### config.mk
export PLATFORM = sky130hd
export DESIGN_NAME = reset_standby_frame_sync
export DESIGN_NICKNAME = d
export VERILOG_FILES = /design/src/hdl/reset_standby_pkg.sv /design/src/hdl/pin_sync_if.sv /design/src/hdl/reset_standby_frame_sync.sv /design/src/hdl/pin_sync.sv /design/src/hdl/frame_timer.sv
export VERILOG_INCLUDE_DIRS = /design/src /design/src/hdl
export SDC_FILE = /design/constraint.sdc
export NUM_CORES = 1
export LEC_CHECK = 0
export ABC_AREA = 1
export BUFFER_PORTS_ARGS = -buffer_cell sky130_fd_sc_hd__buf_2
export CORE_MARGIN = 2
export CORE_UTILIZATION = 35
export CTS_CLUSTER_SIZE = 14
export DETAILED_ROUTE_END_ITERATION = 10
export SLEW_MARGIN = 40
export SYNTH_ARGS = -nofsm -noshare
export SYNTH_HDL_FRONTEND = slang
export SYNTH_HIERARCHICAL = 1
export SYNTH_SLANG_ARGS = --single-unit
### constraint.sdc
create_clock -name clk_sys -period 3.25 [get_ports clk_sys]
set_clock_uncertainty 0.2 [all_clocks]
set_input_delay 0 -clock clk_sys [delete_from_list [all_inputs] [get_ports clk_sys]]
set_output_delay 0 -clock clk_sys [all_outputs]
set_load 0.1 [all_outputs]
### src/hdl/reset_standby_consts.svh
// constants for the reset, standby and frame sync controller
// included by the top, pin_sync and frame_timer design files; definitions only
`ifndef RESET_STANDBY_CONSTS_SVH
`define RESET_STANDBY_CONSTS_SVH

`define CLK_PERIOD_NS 25
`define REF_HOLD_CYCLES 10
`define RESET_MIN_CYCLES 50
`define FIRST_SERIAL_CYCLES 100
`define STANDBY_MAX_FRAMES 2
`define ALIGN_MAX_PIXCLK 5
`define STRAP_LSB 2
`define STRAP_WIDTH 4
`define BLACK_FIELDS_DEFAULT 4
`define CNT_W 16

`endif

### src/hdl/reset_standby_pkg.sv
// types shared by the reset, standby and frame sync controller
// no assumptions beyond a SystemVerilog compiler
package reset_standby_pkg;
    typedef enum logic [2:0] {
        st_reset,
        st_default,
        st_idle,
        st_streaming,
        st_standby_entry,
        st_hard_standby,
        st_soft_standby
    } power_state_t;

    typedef enum logic [1:0] {
        rs_normal,
        rs_stopped,
        rs_black,
        rs_resynced
    } resync_state_t;
endpackage

### src/hdl/pin_sync_if.sv
`timescale 1ns/1ps
// carries synchronised pin levels and their edges to the control logic
// driven by pin_sync on the clk_sys domain
interface pin_sync_if;
    logic standby;
    logic frame_sync;
    logic sync_rise;
    logic sync_fall;
    logic soft_reset_req;
    logic [3:0] strap;
    modport producer (output standby, frame_sync, sync_rise, sync_fall, soft_reset_req, strap);
    modport consumer (input standby, frame_sync, sync_rise, sync_fall, soft_reset_req, strap);
endinterface

### src/hdl/reset_standby_frame_sync.sv
`timescale 1ns/1ps
// top of the reset, standby and frame sync controller
// assumes firmware drives the cfg_ and fw_ inputs from clk_sys logic
`include "reset_standby_consts.svh"
module reset_standby_frame_sync
    import reset_standby_pkg::*;
#(
    parameter int BLACK_FIELDS = `BLACK_FIELDS_DEFAULT,
    parameter int DATA_W = 16
)
(
    input wire logic clk_sys,
    input wire logic rst_n,
    input wire logic standby_pin,
    input wire logic frame_sync_pin,
    input wire logic soft_reset_write,
    input wire logic [`STRAP_WIDTH-1:0] gpio_in,
    input wire logic cfg_interlaced,
    input wire logic cfg_continuous,
    input wire logic cfg_parallel_used,
    input wire logic cfg_serial_used,
    input wire logic cfg_trigger_used,
    input wire logic fw_stream,
    input wire logic fw_soft_standby,
    input wire logic fw_release_sensor,
    input wire logic [DATA_W-1:0] pixel_data,
    output logic frame_valid_out,
    output logic line_valid_out,
    output logic pixel_clock_out,
    output logic [DATA_W-1:0] data_out,
    output logic video_oe,
    output logic trigger_out,
    output logic trigger_oe,
    output logic sensor_reset_n,
    output logic serial_lane_enable,
    output logic [`STRAP_WIDTH-1:0] gpio_oe,
    output logic [`STRAP_WIDTH-1:0] strap_value,
    output logic in_standby
);
    logic [6:0] pins_async;
    pin_sync_if sync ();
    power_state_t state;
    power_state_t next_state;
    resync_state_t rs;
    resync_state_t next_rs;
    logic [`CNT_W-1:0] field_cnt;
    logic [`CNT_W-1:0] next_field_cnt;
    logic [1:0] sb_frames;
    logic [1:0] next_sb_frames;
    logic shot_armed;
    logic next_shot_armed;
    logic free_run;
    logic next_free_run;
    logic strap_taken;
    logic next_strap_taken;
    logic [`STRAP_WIDTH-1:0] next_strap;
    logic timer_run;
    logic timer_restart;
    logic fv;
    logic lv;
    logic frame_end;
    logic progressive_trig;
    logic pclk_div;
    logic video_on;
    logic trig_on;
    logic mode_interlaced;
    logic next_mode_interlaced;
    logic mode_continuous;
    logic next_mode_continuous;

    initial
    begin
        if (BLACK_FIELDS < 1 || DATA_W < 1)
            $error("reset_standby_frame_sync parameters invalid");
    end

    assign pins_async = {gpio_in, soft_reset_write, frame_sync_pin, standby_pin};

    pin_sync #(.NUM(7)) u_sync (
        .clk_sys(clk_sys),
        .rst_n(rst_n),
        .pins_async(pins_async),
        .sync(sync)
    );

    // scan and trigger modes latched only outside streaming, so a change
    // in mid-stream cannot tear a frame; firmware sets them beforehand
    always_comb
    begin
        next_mode_interlaced = mode_interlaced;
        next_mode_continuous = mode_continuous;
        if (state != st_streaming)
        begin
            next_mode_interlaced = cfg_interlaced;
            next_mode_continuous = cfg_continuous;
        end
    end

    // trigger pulse only counts in progressive mode
    assign progressive_trig = !mode_interlaced && sync.sync_rise;

    // timer runs while streaming and not held by resync or one-shot idle
    always_comb
    begin
        timer_run = (state == st_streaming) && (rs != rs_stopped);
        if (!mode_interlaced)
            timer_run = (state == st_streaming) && (shot_armed || free_run);
        // only the fall that ends a stop realigns; falls in black are ignored
        timer_restart = progressive_trig
            || (mode_interlaced && sync.sync_fall && (rs == rs_stopped));
    end

    frame_timer u_timer (
        .clk_sys(clk_sys),
        .rst_n(rst_n),
        .run(timer_run),
        .restart(timer_restart),
        .fv(fv),
        .lv(lv),
        .frame_end(frame_end)
    );

    // power state: standby pin and soft reset override firmware
    always_comb
    begin
        next_state = state;
        next_sb_frames = sb_frames;
        unique case (state)
            st_reset:
                next_state = st_default;
            st_default:
                if (strap_taken)
                    next_state = st_idle;
            st_idle, st_streaming, st_soft_standby:
            begin
                if (fw_soft_standby)
                    next_state = st_soft_standby;
                else
                    next_state = fw_stream ? st_streaming : st_idle;
                next_sb_frames = '0;
                if (sync.standby)
                    next_state = st_standby_entry;
            end
            st_standby_entry:
            begin
                // timer_run is low outside st_streaming, so hard standby follows at once with no frame end
                if (frame_end)
                    next_sb_frames = sb_frames + 1'b1;
                if (!timer_run || next_sb_frames == 2'(`STANDBY_MAX_FRAMES - 1))
                    next_state = st_hard_standby;
            end
            st_hard_standby:
                if (!sync.standby)
                    next_state = st_idle;
        endcase
        if (sync.soft_reset_req)
            next_state = st_reset;
    end

    // interlaced resync tracking; edges ignored until output resumes
    always_comb
    begin
        next_rs = rs;
        next_field_cnt = field_cnt;
        unique case (rs)
            rs_normal, rs_resynced:
            begin
                next_rs = rs_normal;
                if (mode_interlaced && sync.sync_rise)
                    next_rs = rs_stopped;
            end
            rs_stopped:
                if (sync.sync_fall)
                begin
                    next_rs = rs_black;
                    next_field_cnt = '0;
                end
            rs_black:
                if (frame_end)
                begin
                    next_field_cnt = field_cnt + 1'b1;
                    if (next_field_cnt == `CNT_W'(BLACK_FIELDS))
                        next_rs = rs_resynced;
                end
        endcase
        if (!mode_interlaced)
            next_rs = rs_normal;
    end

    // progressive one-shot and continuous trigger state
    always_comb
    begin
        next_shot_armed = shot_armed;
        next_free_run = free_run;
        if (progressive_trig)
        begin
            next_shot_armed = !mode_continuous;
            next_free_run = mode_continuous;
        end
        else if (frame_end)
            next_shot_armed = 1'b0;
        if (state != st_streaming || mode_interlaced)
        begin
            next_shot_armed = 1'b0;
            next_free_run = 1'b0;
        end
    end

    // strap capture once after reset release, never under reset itself
    always_comb
    begin
        next_strap_taken = strap_taken;
        next_strap = strap_value;
        if (state == st_default && !strap_taken)
        begin
            next_strap_taken = 1'b1;
            next_strap = sync.strap;
        end
        if (state == st_reset)
            next_strap_taken = 1'b0;
    end

    assign video_on = cfg_parallel_used && (state != st_reset) && (state != st_default);
    assign trig_on = cfg_trigger_used && (state != st_reset) && (state != st_default);

    always_ff @(posedge clk_sys or negedge rst_n)
    begin
        if (!rst_n)
        begin
            state <= st_reset;
            rs <= rs_normal;
            field_cnt <= '0;
            sb_frames <= '0;
            shot_armed <= 1'b0;
            free_run <= 1'b0;
            strap_taken <= 1'b0;
            strap_value <= '0;
            mode_interlaced <= 1'b0;
            mode_continuous <= 1'b0;
            pclk_div <= 1'b0;
            frame_valid_out <= 1'b0;
            line_valid_out <= 1'b0;
            pixel_clock_out <= 1'b0;
            data_out <= '0;
            video_oe <= 1'b0;
            trigger_out <= 1'b0;
            trigger_oe <= 1'b0;
            sensor_reset_n <= 1'b0;
            serial_lane_enable <= 1'b0;
            gpio_oe <= '0;
            in_standby <= 1'b0;
        end
        else
        begin
            state <= next_state;
            rs <= next_rs;
            field_cnt <= next_field_cnt;
            sb_frames <= next_sb_frames;
            shot_armed <= next_shot_armed;
            free_run <= next_free_run;
            strap_taken <= next_strap_taken;
            strap_value <= next_strap;
            mode_interlaced <= next_mode_interlaced;
            mode_continuous <= next_mode_continuous;
            pclk_div <= video_on ? ~pclk_div : 1'b0;
            frame_valid_out <= fv && video_on;
            line_valid_out <= lv && video_on;
            pixel_clock_out <= pclk_div;
            // black fields during resync, data otherwise
            data_out <= (lv && video_on && rs != rs_black) ? pixel_data : '0;
            video_oe <= video_on;
            trigger_out <= trig_on && progressive_trig;
            trigger_oe <= trig_on;
            // sensor held in reset until firmware releases it; hard and soft standby release it too
            if (state == st_reset || state == st_default)
                sensor_reset_n <= 1'b0;
            else if (state == st_hard_standby || state == st_soft_standby)
                sensor_reset_n <= 1'b1;
            else
                sensor_reset_n <= fw_release_sensor;
            serial_lane_enable <= cfg_serial_used && (state != st_reset)
                && (state != st_default);
            gpio_oe <= '0;
            in_standby <= (state == st_hard_standby);
        end
    end
endmodule // reset_standby_frame_sync

### src/hdl/pin_sync.sv
`timescale 1ns/1ps
// two-flop synchronisers for the asynchronous control pins, plus edge detect
// assumes all inputs arrive from outside the clk_sys domain
`include "reset_standby_consts.svh"
module pin_sync
    import reset_standby_pkg::*;
#(
    parameter int NUM = 7
)
(
    input wire logic clk_sys,
    input wire logic rst_n,
    input wire logic [NUM-1:0] pins_async,
    pin_sync_if.producer sync
);
    logic [NUM-1:0] stage1;
    logic [NUM-1:0] stage2;
    logic [NUM-1:0] stage3;
    logic [NUM-1:0] next_stage3;

    initial
    begin
        if (NUM != 7)
            $error("pin_sync expects 7 pins");
    end

    // edges are taken between stage2 and stage3, never from stage1
    always_comb
    begin
        next_stage3 = stage2;
    end

    // synchroniser flops carry no reset, so the straps have settled in
    // stage2 by the time reset lifts and the capture sees real levels
    always_ff @(posedge clk_sys)
    begin
        stage1 <= pins_async;
        stage2 <= stage1;
    end

    // edge history reset to the idle pin level, so no false edge follows
    always_ff @(posedge clk_sys or negedge rst_n)
    begin
        if (!rst_n)
            stage3 <= '0;
        else
            stage3 <= next_stage3;
    end

    assign sync.standby = stage2[0];
    assign sync.frame_sync = stage2[1];
    assign sync.sync_rise = stage2[1] & ~stage3[1];
    assign sync.sync_fall = ~stage2[1] & stage3[1];
    assign sync.soft_reset_req = stage2[2] & ~stage3[2];
    assign sync.strap = stage2[6:3];
endmodule // pin_sync

### src/hdl/frame_timer.sv
`timescale 1ns/1ps
// free-running frame and line timing for the parallel video output
// assumes the enable comes from the control state on the same clock
`include "reset_standby_consts.svh"
module frame_timer
#(
    parameter int LINE_LEN = 16,
    parameter int LINE_ACT = 12,
    parameter int FRAME_LINES = 8,
    parameter int FRAME_ACT = 6
)
(
    input wire logic clk_sys,
    input wire logic rst_n,
    input wire logic run,
    input wire logic restart,
    output logic fv,
    output logic lv,
    output logic frame_end
);
    logic [`CNT_W-1:0] pix;
    logic [`CNT_W-1:0] line;
    logic [`CNT_W-1:0] next_pix;
    logic [`CNT_W-1:0] next_line;

    initial
    begin
        if (LINE_ACT >= LINE_LEN || FRAME_ACT >= FRAME_LINES || LINE_LEN < 2)
            $error("frame_timer geometry invalid");
    end

    // pixel and line counters; restart wins so triggered frames align
    always_comb
    begin
        next_pix = pix;
        next_line = line;
        if (restart || !run)
        begin
            next_pix = '0;
            next_line = '0;
        end
        else if (pix == `CNT_W'(LINE_LEN - 1))
        begin
            next_pix = '0;
            next_line = (line == `CNT_W'(FRAME_LINES - 1)) ? '0 : line + 1'b1;
        end
        else
            next_pix = pix + 1'b1;
    end

    always_ff @(posedge clk_sys or negedge rst_n)
    begin
        if (!rst_n)
        begin
            pix <= '0;
            line <= '0;
        end
        else
        begin
            pix <= next_pix;
            line <= next_line;
        end
    end

    assign fv = run && (line < `CNT_W'(FRAME_ACT));
    assign lv = fv && (pix < `CNT_W'(LINE_ACT));
    assign frame_end = run && (pix == `CNT_W'(LINE_LEN - 1))
        && (line == `CNT_W'(FRAME_LINES - 1));
endmodule // frame_timer

==> results.toml <==
[detailed_routing]
drc = 0
antenna_left = 0
routedWlPerCell_um = 11.7
dr.pass1.iters = 4
drtIter0Drc = 214
avgViaCountPerCell = 4.63
vias = 4219
routed_wl_um = 10700

[timing]
worstMarginPinSlew_ns = 0.628
timing.final.crit_share_pct = 83.0
max_slew_margin_pct = 58.1
fmax_ghz = 0.371
worst_slack_ns = 0.554
holdWs_ns = 0.0237
period_needed_ns = 2.70
drv_slew = 0
hold_viol = 0
final-setup-viol-count = 0
tns_ns = 0
rsz0062_at_grt = "false"

[setup_path]
cp_top_family = "simple AND/OR/NAND/NOR gates"
end_kind = "flip-flop"
cp.arrival_ns = 2.76
critPathKind = "flip-flop to flip-flop"
critPathLaunchType = "flip-flop"
slowest_stage = "dfrtp_1"
worstPathBufferInverterCount = 3
path_cells = "inv_1 > nor3_1 > inv_1 > nor2_1 > inv_1 > a21oi_1 > nand3_1 > nor2_1 > nor3b_1 > nand2_1 > nor2_1"
critPathMaxStageDelay_ns = 0.41
crit_path_max_fanout = 16
crit_required_ns = 3.32

[clock_tree]
cts_buffer_depth = 2
clock_sinks = 104
ctsResizeCount = 0
path_clk_slew_ns = 0.07
cts.hold.buffers_added = 32
cts_buffers = 9
clockRootBuffer = "clkbuf_16"
cts_htree_levels = 3
post_cts_buffers = 0
tritoncts = "done"
clock_latency_ns = 0.35

[power_and_ir_drop]
p_clk_share_pct = 31.9
combinationalPowerShare_pct = 26.6
leakage_nw = 3.03
p_sw_mw = 1.32
internal_power_mw = 2.22
p_sw_share_pct = 37.3
irDropWorstVdd_v = 0.000381
cellPowerDensity_nw_per_um2 = 575
seqPwrFrac_pct = 41.4

[place]
portBuffers = 61
globalplace.congestion = 0.822
placed_area_um2 = 5510
dp_hpwl_um = 7500
pre_cts_ws_ns = 0.541

[yosys]
yosysWarnings = 6
yosysUniqueCellTypes = 39
netlist_area_um2 = 5060
synth_most_common_cell = "nand2_1"
synth.top_cell.area_share_pct = 44.5
ys.flop_type = "dfrtp_1"
ys_ff_latch = 104
synth_cells = 634
yosysSeqAreaShare_pct = 50.0
synth.area.top_cells = "dfrtp_1, nand2_1, nor2_1"
synth_top_area_cell = "dfrtp_1"
yosys-top-cells-count = "nand2_1, nor2_1, dfrtp_1, inv_1, nand3_1"
synth-async-reset-ratio_pct = 86.5
synth_edf_count = 0
synth.avg_cell_area_um2 = 7.99

[job]
maxCapViolCount = 0

[die]
pin_count = 66
core_um2 = 14000
die_w_um = 124
rows = 43
initial_core_util_pct = 36.2
die_area_um2 = 15400
fp.dieH_um = 124

[final_layout]
design_area_um2 = 6150
finalNetCount = 766
fin_util_pct = 44.0
area_growth_pct = 21.4
diodes = 0
drive_above_1_share_pct = 16.4

[global_route]
grt_pass1_vias = 4368
grt_max_degree = 49
antenna_found_initial = 0
grt.total_usage_pct = 14.6
overflow = 0
grt_first_pass_wirelength_um = 18800

[status]
status = "completed"

[hold_path]
hold_path_class = "primary input to asynchronous set/reset pin"
-- final timing paths --
check,startpoint,end,depth (start not counted),slack (ns)
max in group asynchronous,rst_n,data_out[14],3,2.07
min in group clk_sys,gpio_in[3],u_sync/stage1[6],2,0.08
max reg2reg,state[1],data_out[12],11,0.55
max,state[1],data_out[12],11,0.55
min reg2reg,u_sync/stage1[1],u_sync/next_stage3[1],0,0.12
min,rst_n,u_timer/pix[7],2,0.02
-- metrics by stage --
| stage | power [mW] | instances |
|---|---|---|
| 3_3_place_gp | 2.39 | 864 |
| 2_1_floorplan | 2.24 | 637 |
| 5_1_grt | 3.71 | 912 |
| 6_report | 3.53 | 912 |
| 4_1_cts | 3.58 | 912 |
| 3_5_place_dp | 2.41 | 864 |
-- routing by layer --
metal	routed length, um	global-route usage (%)	part of all wire [%]	up-vias
met4	115	5.09	1.1	0
met5	0	0	0	-
met1	4740	17.2	44	1952
met3	544	4.77	5.1	9
met2	5270	25.0	49	90
li1	-	-	-	2168
-- flip-flops by register name (all words and copies together), names as in the netlist, 2 cells and up --
name                cells
data_out               16
u_sync/next_stage3      7
rs                      2
u_sync/stage3           2
u_sync/stage1           7
strap_value             4
state                   3
u_timer/pix            16
field_cnt              16
u_timer/line           16
-- logic make-up after synthesis --
family,Yosys count,share of synthesized area (%)
adder cells (fa/ha/maj),6,1.48
XOR/XNOR,10,1.73
AO/OA/AOI/OAI,45,5.34
other,1,0.0740
multiplexers,4,0.889
buffers and inverters,109,9.21
AND/OR/NAND/NOR,355,31.3
flip-flops,104,50.0
-- placed cells by master, fill, tap and decap left out, drive strengths merged --
master,n
dfrtp,90
a21o,2
bufinv,1
nand2,163
o21ai,23
a21oi,4
o21bai,1
o22ai,12
nor3,14
nor2,109
inv,94
clkinv,4
buf,64
clkbuf,9
nor3b,4
ha,6
xor2,7
dfxtp,14
conb,4
o211ai,1
mux2,4
nor4,1
or2,1
xnor2,3
nand3,50
o31ai,2
dlygate4sd3,32
nand4,13
-- power groups by stage --
| stage | logic (mW) | clock network, mW | registers (mW) |
|---|---|---|---|
| 6_report | 0.941 | 1.13 | 1.46 |
| 5_1_grt | 1.01 | 1.22 | 1.48 |
| 4_1_cts | 0.948 | 1.17 | 1.47 |
| 3_5_place_dp | 0.917 | 0 | 1.49 |
| 3_3_place_gp | 0.901 | 0 | 1.48 |
| 2_1_floorplan | 0.317 | 0 | 1.92 |
-- area by class of cell --
| type | count | area (um2) |
|---|---|---|
| Fill cell | 1378 | 7840 |
| Clock inverter | 7 | 88.8 |
| Sequential cell | 104 | 2530 |
| Tap cell | 180 | 225 |
| Multi-Input combinational cell | 424 | 2080 |
| Inverter | 92 | 349 |
| Timing Repair Buffer | 96 | 651 |
| Clock buffer | 9 | 225 |
Note: power is estimated with default switching activity, not from simulation.
